File: config.mk
export PLATFORM = sky130hd
export DESIGN_NAME = program_sequencer_stack
export DESIGN_NICKNAME = d
export VERILOG_FILES = /design/src/sequencer_pkg.sv /design/src/program_sequencer_stack.sv
export SDC_FILE = /design/constraint.sdc
export NUM_CORES = 1
export LEC_CHECK = 0
export BUFFER_PORTS_ARGS = -buffer_cell sky130_fd_sc_hd__buf_2
export CELL_PAD_IN_SITES_DETAIL_PLACEMENT = 1
export CELL_PAD_IN_SITES_GLOBAL_PLACEMENT = 1
export CORE_MARGIN = 5
export CORE_UTILIZATION = 45
export CTS_BUF_LIST = sky130_fd_sc_hd__clkbuf_4
export DETAILED_ROUTE_END_ITERATION = 8
export GPL_TIMING_DRIVEN = 0
export MAX_ROUTING_LAYER = met4
export PLACE_DENSITY_LB_ADDON = 0.1
export SYNTH_ARGS = -nofsm -noshare
export SYNTH_HDL_FRONTEND = slang
export SYNTH_SLANG_ARGS = --single-unit
File: constraint.sdc
create_clock -name mclk -period 4.45 [get_ports mclk]
set_input_delay 0.6675 -clock mclk [delete_from_list [all_inputs] [get_ports mclk]]
set_output_delay 0.6675 -clock mclk [all_outputs]
set_load 0.01 [all_outputs]
File: src/sequencer_pkg.sv
// Shared constants and types for the program sequencer and return stack
package sequencer_pkg;
  localparam int PC_WIDTH = 12;
  localparam int WORD_WIDTH = 15;
  localparam int DATA_WIDTH = 8;
  localparam int RAM_WORDS = 160;

  // Four system clocks to one instruction cycle
  localparam logic [1:0] PHASE_RESET = 2'h0;
  localparam logic [1:0] PHASE_LAST = 2'h3;

  // Fixed vectors
  localparam logic [11:0] PC_RESET = 12'h000;
  localparam logic [11:0] VECTOR_EXT = 12'h004;
  localparam logic [11:0] VECTOR_T0 = 12'h008;
  localparam logic [11:0] VECTOR_T1 = 12'h00C;
  localparam logic [11:0] PC_STEP = 12'h001;
  localparam logic [3:0] LAST_PAGE = 4'hF;

  // Data space map
  localparam logic [7:0] PCL_OFFSET = 8'h06;
  localparam logic [7:0] TABLE_POINTER_OFFSET = 8'h07;
  localparam logic [7:0] TABLE_HIGH_OFFSET = 8'h08;
  localparam logic [7:0] RAM_FIRST = 8'h60;
  localparam logic [7:0] UNMAPPED_VALUE = 8'h00;
  localparam logic [7:0] TABLE_POINTER_RESET = 8'h00;
  localparam logic [7:0] TABLE_HIGH_RESET = 8'h00;
  localparam logic [14:0] WORD_RESET = 15'h0000;

  // Return stack
  localparam logic [2:0] STACK_DEPTH = 3'h6;
  localparam logic [2:0] STACK_LAST = 3'h5;
  localparam logic [2:0] STACK_EMPTY = 3'h0;

  // Interrupt sources, reported with the acknowledge
  localparam logic [1:0] SOURCE_EXT = 2'h0;
  localparam logic [1:0] SOURCE_T0 = 2'h1;
  localparam logic [1:0] SOURCE_T1 = 2'h2;

  typedef enum logic [2:0] {
    cmd_none, cmd_jump, cmd_call, cmd_subroutine_exit, cmd_service_exit_reenable,
    cmd_skip, cmd_table_read_current_page, cmd_table_read_last_page
  } cmd_kind_type;

  typedef enum logic [1:0] {run_state, dummy_state, table_state} seq_state_type;

  typedef struct packed {
    cmd_kind_type kind;
    logic [11:0] target;
    logic [7:0] dest;
  } exec_cmd_type;

  typedef struct packed {
    logic [7:0] addr;
    logic [7:0] wdata;
    logic wr;
    logic rd;
  } reg_req_type;
endpackage : sequencer_pkg

File: src/program_sequencer_stack.sv
// Program counter, fetch pipeline, return stack and table read unit
//
// Local design decision: the plain strobed port.
`timescale 1ns/100ps

// How it works
// - Phase counter divides mclk by four; each instruction cycle is four clocks.
// - Fetch overlaps execution; any counter change costs one extra dummy cycle.
// - After each fetched word the program counter steps by one.
// - A taken skip discards the fetched word, runs a dummy cycle, lands at plus two.
// - Writing the low byte register jumps within the current 256-word page.
// - Program memory address comes from counter or table address.
// - Reset clears the program counter to zero.
// - Enabled external request with room on the stack vectors to 004.
// - Enabled first timer request with room on the stack vectors to 008.
// - Enabled second timer request with room on the stack vectors to 00C.
// - Jump and call load all twelve counter bits from the instruction.
// - Current-page table read uses counter page and table pointer.
// - Last-page table read forces page bits to ones.
// - Table read stores low byte at a RAM or table pointer destination, upper bits into table high byte.
// - Table pointer is read/write; table high byte ignores writes.
// - A table read occupies two instruction cycles.
// - Six-entry return stack, hidden from software.
// - Call and acknowledge push the counter; both returns pop it.
// - After reset the stack is empty.
// - While the stack is full no interrupt is acknowledged.
// - Call on a full stack drops the oldest entry, keeping six.
// - Addresses 60 to FF are RAM; unassigned lower addresses read zero.
// - Service exit sets the global enable; plain return leaves it.
// - Simultaneous requests: external, then first timer, then second timer.
module program_sequencer_stack (
  input wire logic mclk,
  input wire logic reset_n,
  input sequencer_pkg::exec_cmd_type cmd,
  input wire logic global_request_enable,
  input wire logic irq_ext_req,
  input wire logic irq_t0_req,
  input wire logic irq_t1_req,
  output logic [11:0] pm_addr,
  input wire logic [14:0] pm_data,
  input sequencer_pkg::reg_req_type reg_bus,
  output logic [7:0] reg_rdata,
  output logic [14:0] instr_word,
  output logic instr_valid,
  output logic cycle_end,
  output logic [1:0] phase,
  output logic irq_ack,
  output logic [1:0] irq_ack_source,
  output logic set_global_request_enable,
  output logic stack_full
);
  logic [1:0] phase_reg;
  logic [11:0] pc_reg;
  logic [11:0] pc_next;
  sequencer_pkg::seq_state_type state_reg;
  sequencer_pkg::seq_state_type state_next;
  logic [14:0] instr_word_reg;
  logic instr_valid_reg;
  logic instr_valid_next;
  logic [7:0] table_pointer_reg;
  logic [7:0] table_high_byte_reg;
  logic [11:0] table_addr_reg;
  logic [7:0] table_dest_reg;
  logic pcl_pending_reg;
  logic [7:0] pcl_value_reg;
  logic [11:0] stack_mem [0:5];
  logic [2:0] stack_ptr_reg;
  logic [2:0] stack_depth_reg;
  logic [7:0] reg_rdata_reg;
  logic irq_ack_reg;
  logic [1:0] irq_ack_source_reg;
  logic reenable_reg;
  logic [7:0] ram [0:159];

  // Instruction cycle boundary
  assign cycle_end = (phase_reg == sequencer_pkg::PHASE_LAST);
  assign phase = phase_reg;

  always_ff @(posedge mclk or negedge reset_n) begin
    if (!reset_n) begin
      phase_reg <= sequencer_pkg::PHASE_RESET;
    end else begin
      phase_reg <= phase_reg + 2'h1;
    end
  end

  // Decisions taken at the boundary, in priority order
  wire in_run = cycle_end && (state_reg == sequencer_pkg::run_state);
  wire is_jump = (cmd.kind == sequencer_pkg::cmd_jump);
  wire is_call = (cmd.kind == sequencer_pkg::cmd_call);
  wire is_ret = (cmd.kind == sequencer_pkg::cmd_subroutine_exit);
  wire is_service_exit_reenable = (cmd.kind == sequencer_pkg::cmd_service_exit_reenable);
  wire is_skip = (cmd.kind == sequencer_pkg::cmd_skip);
  wire is_tcur = (cmd.kind == sequencer_pkg::cmd_table_read_current_page);
  wire is_tlast = (cmd.kind == sequencer_pkg::cmd_table_read_last_page);
  wire is_none = (cmd.kind == sequencer_pkg::cmd_none);
  wire take_jump = in_run && (is_jump || is_call);
  wire take_ret = in_run && (is_ret || is_service_exit_reenable);
  wire take_skip = in_run && is_skip;
  wire table_start = in_run && (is_tcur || is_tlast);
  wire take_pcl = in_run && is_none && pcl_pending_reg;
  wire any_req = irq_ext_req || irq_t0_req || irq_t1_req;
  // Held requests wait while full; a pop frees a level for them
  wire irq_take = in_run && is_none && !pcl_pending_reg && global_request_enable
    && any_req && !stack_full;
  wire normal_step = cycle_end && !take_jump && !take_ret && !take_skip
    && !table_start && !take_pcl && !irq_take
    && (state_reg != sequencer_pkg::table_state);
  wire table_finish = cycle_end && (state_reg == sequencer_pkg::table_state);
  wire do_push = irq_take || (take_jump && is_call);
  wire do_pop = take_ret;

  // Fixed priority among simultaneous requests
  wire [11:0] irq_vector = irq_ext_req ? sequencer_pkg::VECTOR_EXT :
    irq_t0_req ? sequencer_pkg::VECTOR_T0 :
    sequencer_pkg::VECTOR_T1;
  wire [1:0] irq_source = irq_ext_req ? sequencer_pkg::SOURCE_EXT :
    irq_t0_req ? sequencer_pkg::SOURCE_T0 : sequencer_pkg::SOURCE_T1;

  // Return stack as a ring; a push when full overwrites the oldest slot
  wire [2:0] ptr_up = (stack_ptr_reg == sequencer_pkg::STACK_LAST) ? 3'h0
    : stack_ptr_reg + 3'h1;
  wire [2:0] ptr_down = (stack_ptr_reg == 3'h0) ? sequencer_pkg::STACK_LAST
    : stack_ptr_reg - 3'h1;
  wire [11:0] stack_top = stack_mem[ptr_down];
  assign stack_full = (stack_depth_reg == sequencer_pkg::STACK_DEPTH);

  // Table address
  wire [3:0] table_page = is_tlast ? sequencer_pkg::LAST_PAGE
    : pc_reg[11:8];
  wire [11:0] table_addr = {table_page, table_pointer_reg};

  always_comb begin
    pc_next = pc_reg;
    state_next = state_reg;
    instr_valid_next = instr_valid_reg;
    if (take_jump) begin
      pc_next = cmd.target;
    end else if (take_ret) begin
      pc_next = stack_top;
    end else if (take_skip) begin
      pc_next = pc_reg + sequencer_pkg::PC_STEP;
    end else if (take_pcl) begin
      pc_next = {pc_reg[11:8], pcl_value_reg};
    end else if (irq_take) begin
      pc_next = irq_vector;
    end else if (table_start) begin
      pc_next = pc_reg + sequencer_pkg::PC_STEP;
    end else if (normal_step) begin
      pc_next = pc_reg + sequencer_pkg::PC_STEP;
    end
    if (cycle_end) begin
      case (state_reg)
        sequencer_pkg::run_state: begin
          if (table_start) begin
            state_next = sequencer_pkg::table_state;
            instr_valid_next = 1'b0;
          end else if (normal_step) begin
            instr_valid_next = 1'b1;
          end else begin
            state_next = sequencer_pkg::dummy_state;
            instr_valid_next = 1'b0;
          end
        end
        sequencer_pkg::dummy_state: begin
          state_next = sequencer_pkg::run_state;
          instr_valid_next = 1'b1;
        end
        sequencer_pkg::table_state: begin
          state_next = sequencer_pkg::run_state;
          instr_valid_next = 1'b1;
        end
        default: begin
          state_next = sequencer_pkg::run_state;
          instr_valid_next = 1'b0;
        end
      endcase
    end
  end

  // Memory is read by the table address only in the second table cycle
  assign pm_addr = (state_reg == sequencer_pkg::table_state) ? table_addr_reg
    : pc_reg;

  always_ff @(posedge mclk or negedge reset_n) begin
    if (!reset_n) begin
      pc_reg <= sequencer_pkg::PC_RESET;
      state_reg <= sequencer_pkg::run_state;
      instr_valid_reg <= 1'b0;
    end else begin
      pc_reg <= pc_next;
      state_reg <= state_next;
      instr_valid_reg <= instr_valid_next;
    end
  end

  // Fetched word held unchanged across the table cycle
  // Table start also takes the next word, else the table instruction would run twice
  always_ff @(posedge mclk or negedge reset_n) begin
    if (!reset_n) begin
      instr_word_reg <= sequencer_pkg::WORD_RESET;
    end else if (normal_step || table_start) begin
      instr_word_reg <= pm_data;
    end
  end

  always_ff @(posedge mclk or negedge reset_n) begin
    if (!reset_n) begin
      table_addr_reg <= sequencer_pkg::PC_RESET;
      table_dest_reg <= sequencer_pkg::UNMAPPED_VALUE;
    end else if (table_start) begin
      table_addr_reg <= table_addr;
      table_dest_reg <= cmd.dest;
    end
  end

  // Stack storage, not reachable from the data bus
  always_ff @(posedge mclk) begin
    if (do_push) begin
      stack_mem[stack_ptr_reg] <= pc_reg;
    end
  end

  always_ff @(posedge mclk or negedge reset_n) begin
    if (!reset_n) begin
      stack_ptr_reg <= sequencer_pkg::STACK_EMPTY;
      stack_depth_reg <= sequencer_pkg::STACK_EMPTY;
    end else if (do_push) begin
      stack_ptr_reg <= ptr_up;
      if (!stack_full) begin
        stack_depth_reg <= stack_depth_reg + 3'h1;
      end
    end else if (do_pop) begin
      stack_ptr_reg <= ptr_down;
      if (stack_depth_reg != sequencer_pkg::STACK_EMPTY) begin
        stack_depth_reg <= stack_depth_reg - 3'h1;
      end
    end
  end

  // Register port decode
  wire wr_pcl = reg_bus.wr && (reg_bus.addr == sequencer_pkg::PCL_OFFSET);
  wire wr_table_pointer = reg_bus.wr && (reg_bus.addr == sequencer_pkg::TABLE_POINTER_OFFSET);
  wire bus_ram = (reg_bus.addr >= sequencer_pkg::RAM_FIRST);
  wire table_ram = (table_dest_reg >= sequencer_pkg::RAM_FIRST);
  wire table_table_pointer = (table_dest_reg == sequencer_pkg::TABLE_POINTER_OFFSET);
  wire ram_we = (table_finish && table_ram) || (reg_bus.wr && bus_ram);
  wire [7:0] ram_waddr = (table_finish && table_ram) ? table_dest_reg - sequencer_pkg::RAM_FIRST
    : reg_bus.addr - sequencer_pkg::RAM_FIRST;
  wire [7:0] ram_wdata = (table_finish && table_ram) ? pm_data[7:0] : reg_bus.wdata;
  wire [7:0] ram_raddr = reg_bus.addr - sequencer_pkg::RAM_FIRST;
  wire [7:0] read_value = bus_ram ? ram[ram_raddr]
    : (reg_bus.addr == sequencer_pkg::PCL_OFFSET) ? pc_reg[7:0]
    : (reg_bus.addr == sequencer_pkg::TABLE_POINTER_OFFSET) ? table_pointer_reg
    : (reg_bus.addr == sequencer_pkg::TABLE_HIGH_OFFSET) ? table_high_byte_reg
    : sequencer_pkg::UNMAPPED_VALUE;

  always_ff @(posedge mclk) begin
    if (ram_we) begin
      ram[ram_waddr] <= ram_wdata;
    end
  end

  // A new write beats consumption of an older pending short jump
  always_ff @(posedge mclk or negedge reset_n) begin
    if (!reset_n) begin
      pcl_pending_reg <= 1'b0;
      pcl_value_reg <= sequencer_pkg::UNMAPPED_VALUE;
    end else if (wr_pcl) begin
      pcl_pending_reg <= 1'b1;
      pcl_value_reg <= reg_bus.wdata;
    end else if (take_pcl) begin
      pcl_pending_reg <= 1'b0;
    end
  end

  // Table high byte has no bus write path
  always_ff @(posedge mclk or negedge reset_n) begin
    if (!reset_n) begin
      table_pointer_reg <= sequencer_pkg::TABLE_POINTER_RESET;
      table_high_byte_reg <= sequencer_pkg::TABLE_HIGH_RESET;
    end else begin
      if (table_finish) begin
        table_high_byte_reg <= {1'b0, pm_data[14:8]};
      end
      if (table_finish && table_table_pointer) begin
        table_pointer_reg <= pm_data[7:0];
      end else if (wr_table_pointer) begin
        table_pointer_reg <= reg_bus.wdata;
      end
    end
  end

  always_ff @(posedge mclk or negedge reset_n) begin
    if (!reset_n) begin
      reg_rdata_reg <= sequencer_pkg::UNMAPPED_VALUE;
      irq_ack_reg <= 1'b0;
      irq_ack_source_reg <= sequencer_pkg::SOURCE_EXT;
      reenable_reg <= 1'b0;
    end else begin
      reg_rdata_reg <= reg_bus.rd ? read_value : sequencer_pkg::UNMAPPED_VALUE;
      irq_ack_reg <= irq_take;
      if (irq_take) begin
        irq_ack_source_reg <= irq_source;
      end
      reenable_reg <= take_ret && is_service_exit_reenable;
    end
  end

  assign reg_rdata = reg_rdata_reg;
  assign instr_word = instr_word_reg;
  assign instr_valid = instr_valid_reg;
  assign irq_ack = irq_ack_reg;
  assign irq_ack_source = irq_ack_source_reg;
  assign set_global_request_enable = reenable_reg;

  a_phase_period: assert property (@(posedge mclk) disable iff (!reset_n)
    cycle_end |=> !cycle_end [*3] ##1 cycle_end)
    else $error("instruction cycle is not four clocks");
  a_pc_reset_start: assert property (@(posedge mclk)
    $rose(reset_n) |-> pc_reg == sequencer_pkg::PC_RESET)
    else $error("counter not zero after reset");
  a_pc_step_one: assert property (@(posedge mclk) disable iff (!reset_n)
    normal_step |=> pc_reg == $past(pc_reg) + sequencer_pkg::PC_STEP && instr_valid)
    else $error("counter did not step by one");
  a_skip_dummy_two: assert property (@(posedge mclk) disable iff (!reset_n)
    take_skip |=> !instr_valid && pc_reg == $past(pc_reg) + sequencer_pkg::PC_STEP
    ##4 pc_reg == $past(pc_reg, 5) + 12'h002)
    else $error("skip did not land at plus two");
  a_jump_load_all: assert property (@(posedge mclk) disable iff (!reset_n)
    take_jump |=> pc_reg == $past(cmd.target) && !instr_valid)
    else $error("jump target not loaded");
  a_short_jump_page: assert property (@(posedge mclk) disable iff (!reset_n)
    take_pcl |=> pc_reg == {$past(pc_reg[11:8]), $past(pcl_value_reg)})
    else $error("short jump left its page");
  a_irq_ext_first: assert property (@(posedge mclk) disable iff (!reset_n)
    irq_take && irq_ext_req |=> pc_reg == sequencer_pkg::VECTOR_EXT && irq_ack)
    else $error("external vector wrong");
  a_irq_t1_last: assert property (@(posedge mclk) disable iff (!reset_n)
    irq_take && !irq_ext_req && !irq_t0_req |=> pc_reg == sequencer_pkg::VECTOR_T1)
    else $error("second timer vector wrong");
  a_full_no_ack: assert property (@(posedge mclk) disable iff (!reset_n)
    stack_full && in_run |=> !irq_ack)
    else $error("acknowledge while stack full");
  a_table_two_cycles: assert property (@(posedge mclk) disable iff (!reset_n)
    table_start |=> (state_reg == sequencer_pkg::table_state) [*4]
    ##1 state_reg == sequencer_pkg::run_state && instr_valid)
    else $error("table read not two cycles");
  a_table_high_load: assert property (@(posedge mclk) disable iff (!reset_n)
    table_finish |=> table_high_byte_reg == {1'b0, $past(pm_data[14:8])})
    else $error("table high byte not loaded");
  a_return_pop: assert property (@(posedge mclk) disable iff (!reset_n)
    take_ret |=> pc_reg == $past(stack_top) && set_global_request_enable == $past(is_service_exit_reenable))
    else $error("return pop or enable wrong");
  a_depth_bound: assert property (@(posedge mclk) disable iff (!reset_n)
    stack_full && do_push |=> stack_full)
    else $error("overflow changed depth");
  a_irq_t0_second: assert property (@(posedge mclk) disable iff (!reset_n)
    irq_take && !irq_ext_req && irq_t0_req |=> pc_reg == sequencer_pkg::VECTOR_T0)
    else $error("first timer vector wrong");
  a_table_next_fetch: assert property (@(posedge mclk) disable iff (!reset_n)
    table_start |=> pc_reg == $past(pc_reg) + sequencer_pkg::PC_STEP
    && instr_word == $past(pm_data))
    else $error("table start lost the next word");
  a_read_idle_zero: assert property (@(posedge mclk) disable iff (!reset_n)
    !reg_bus.rd |=> reg_rdata == sequencer_pkg::UNMAPPED_VALUE)
    else $error("read data not zero without a read");

  c_call_push: cover property (@(posedge mclk) disable iff (!reset_n)
    take_jump && is_call);
  c_irq_taken: cover property (@(posedge mclk) disable iff (!reset_n) irq_take);
  c_table_done: cover property (@(posedge mclk) disable iff (!reset_n) table_finish);
  c_overflow: cover property (@(posedge mclk) disable iff (!reset_n)
    stack_full && do_push);
  c_skip_taken: cover property (@(posedge mclk) disable iff (!reset_n)
    take_skip);
endmodule : program_sequencer_stack

==> results.md <==
- Status: finished, violations left
- Violated checks: max-capacitance violations, max-slew violations, negative setup slack
- Slowest-stage cell, CP: nor2_2
- Clock skew: about 0.11 ns
- Clock share of power: between 30% and 40%
- Clk slew on worst S/H paths: approximately 0.06 ns
- Post-Route Utilization: between 50% and 60%
- # rows: 131
- Max-capacitance violation count: 2
- HP Class: input pin to flop
- Die Width: ~370 µm
- Initial Util: 45.28%
- DR WL/cell: 37.96 µm
- CP bufs+invs: 4
- Setup ws final: -0.09658 ns
- Hold Vio Cnt, Final: 0
- Initial antenna violation count: 14
- DRC: 0
- Worst path max stage delay: ~0.76 ns
- CP most frequent cell: clkbuf_1
- DR vias/cell: 6.331
- Slew Limit Fails: 22
- H-Tree Level Count: 5
- Clk root buf: clkbuf_4
- GR Overflow Total: 0
- First-pass GRT wire length: approximately 290 mm
- Count of state elements after synthesis: approximately 1400
- I/O pins: approximately 110
- Mapped Nets: around 3100
- Commonest non-fill, non-tap cell in the layout: edfxtp_1
- Multi-input logic area: between 0.01 and 0.015 mm²
- Critical path cell sequence: inv_1 > ha_1 > clkbuf_1 > nand2_1 > or2_1 > clkbuf_1 > clkbuf_1 > o22ai_1 > nand2_2 > nor2_2
- DRT antenna net count: 0
- Ys Warns: 0
- CP required: roughly 5.4 ns
- Net Switching: 8.194 mW
- Ys async rst share: 6.501%
- Distinct cells, synth: 73
- Clk Latency, worst-skew pair: about 1.4 ns
- Power share of the combinational group: about 11%
- Core Region: ~0.13 mm²
- Final min period: 4.547 ns
- Num CTS Buffers: 390
- DRT iter0 DRCs: 4705
- CP startpoint kind: flop
- Internal power: 22.44 mW
- Final Cycle Share: 102.2%
- CTS tree: built
- RSZ-0062 raised after global routing: true
- Area growth syn-to-layout: 15.83%
- Sequential area share after synthesis: between 70% and 80%
- Vias in the first global route: between 30000 and 40000
- Seq pwr share: 51.4%
- Synthesized area per cell: 19.07 µm²
- Kind of critical path: flop to flop
- TritonRoute pass-1 iters: 5
- Setup TNS: -2.423 ns
- PortBufs: between 90 and 100
- RePlAce Congestion: ~0.96
- Crit Path Max Fanout: 10
- Critical path's top delay family: simple AND/OR/NAND/NOR gates
- Post-synth EDFFs: between 1000 and 1500
- Reg area: 0.04295 mm²
- TritonCTS Sinks: between 1000 and 1500
- Height of the die: roughly 370 µm
- Commonest cells after routing, fill and taps aside: edfxtp_1, clkbuf_4, mux4_2, nand2_1, buf_2
- Worst EP arrival: 5.44 ns
- DP HPWL: 137.8 mm
- Gr usage total: a little under a third
- Share of layout cells above drive strength 1: a little over a third
- Sw Share: a little over a quarter
- Final setup vio count: 70
- Wirelength, routed: between 200 and 250 mm
- Nets: approximately 3700
- Largest net degree at the start of global routing: 94
- Leakage power: between 20 and 25 nW
- Die Area: about 0.14 mm²
- Filler instances: 11793
- Clk buf depth: 4
- Mapped Cells: a little over 3000
- FMAX: between 200 and 250 MHz
- Vias: about 35000
- Relative slew slack: -5.073%
- Power Dens Cells: approximately 460 mW/mm²
- Max reg flops: about 1300
- Worst-Margin Slew: between 1.5 and 2 ns
- Ys flop type: edfxtp_1
- Peak VDD IR: 0.3097 mV
- Post-Syn Area: roughly 0.058 mm²
- CP endpoint kind: flop
kinds of logic after synthesis:
kind of cell,synth area share [%]
adder cells (fa/ha/maj),0.2078
flip-flops,74.29
AND/OR/NAND/NOR,4.242
buffers and inverters,1.606
AO/OA/AOI/OAI,3.761
XOR/XNOR,0.1818
multiplexers,15.71
layout make-up:
class | instances | share of cell area [%]
flip-flops and latches | 1446 | 64.14
multi-input cells | 1402 | 21.90
clock buffers | 569 | 6.379
well taps | 1662 | 3.105
repair buffers | 188 | 2.509
plain buffers | 168 | 1.314
clock inverters | 74 | 0.5157
inverters | 15 | 0.08408
diodes | 14 | 0.05232
worst reg2reg max path, delay by kind of cell, from the launching register on:
kind                     cells  cell delay [ns]
AO/OA/AOI/OAI                1             0.43
buffers and inverters        4             0.87
flip-flops                   1             0.40
adder cells (fa/ha/maj)      1             0.15
AND/OR/NAND/NOR              4             2.24
power groups by stage:
| stage | Sequential (mW) | Clock, mW | Combinational (mW) |
|---|---|---|---|
| floorplan | 15.9 | 0 | 1.85 |
| global placement | 16.1 | 0 | 3.17 |
| detailed placement | 16.0 | 0 | 3.32 |
| CTS | 15.7 | 11.6 | 3.40 |
| global route | 15.8 | 12.5 | 3.59 |
| finish | 15.7 | 11.5 | 3.44 |
final timing paths:
check                                   from                      to  slack, ns  cells past startpoint
worst max-delay path            state_reg[0]               ram[7][6]       -0.1                     10
worst min register to register      phase[0]                phase[0]       0.47                      1
worst max register to register  state_reg[0]               ram[7][6]       -0.1                     10
worst min-delay path             pm_data[10]  table_high_byte_reg[2]       0.13                      3
max in group asynchronous            reset_n       table_addr_reg[6]       3.63                      4
min in group asynchronous            reset_n        stack_ptr_reg[0]       0.46                      4
what timing repair did:
action                                  CTS  global route
pin swaps                                10             0
gates resized for setup                 117            84
hold buffers                             57             0
endpoints found under the hold margin   291             0
buffers inserted                         10             0
setup endpoints to repair              1082           917
per-stage QoR:
stage / setup WS [ns] / hold WS, ns / power [mW] / instance area (µm²) / cells
after floorplan: 0.2345 / 0.3719 / 17.72 / 57820 / 3031
after global placement: -2.998 / 0.4548 / 19.25 / 60390 / 4792
after detailed placement: -1.088 / 0.4646 / 19.35 / 61040 / 4814
after CTS: -0.1940 / 0.003660 / 30.74 / 66650 / 5524
after global routing: -0.2781 / 0.05360 / 31.81 / 66960 / 5536
final: -0.09658 / 0.1283 / 30.63 / 66970 / 5538
metal layers:
metal  up-vias  wire [µm]  GRT usage (%)
met2      2300      96860          47.50
met3       495      21890          9.122
met1     18522      80730          40.60
met5         -          0              -
met4         0      10740          14.43
li1      13743          -              -
cells in the mapped netlist, types with 7 or more instances:
cell type / n / area share [%]
ha_1: 8 / 0.17
mux2i_1: 102 / 1.8
o22a_1: 7 / 0.11
clkbuf_1: 75 / 0.49
buf_6: 12 / 0.23
nand4_1: 9 / 0.097
o211ai_1: 10 / 0.13
a221oi_1: 26 / 0.39
o221ai_1: 15 / 0.23
dfrtp_1: 94 / 4.1
nand2b_1: 9 / 0.097
buf_4: 22 / 0.29
xor2_1: 9 / 0.14
a211oi_1: 17 / 0.22
nor2_1: 223 / 1.4
buf_2: 55 / 0.48
a31oi_1: 8 / 0.087
mux4_2: 308 / 12
a22o_1: 9 / 0.14
and2_1: 9 / 0.097
o31ai_1: 10 / 0.13
and3_1: 9 / 0.097
inv_1: 13 / 0.084
o21ai_1: 12 / 0.10
o22ai_1: 34 / 0.37
nand3b_1: 11 / 0.14
mux2_2: 100 / 1.9
a21oi_1: 53 / 0.46
nand2_1: 194 / 1.3
o21ai_0: 43 / 0.37
nor2b_1: 11 / 0.12
nand3_1: 25 / 0.22
nor3_1: 25 / 0.22
a22oi_1: 16 / 0.21
a221o_1: 8 / 0.14
edfxtp_1: 1352 / 70
Note: power is estimated with default switching activity, not from simulation.
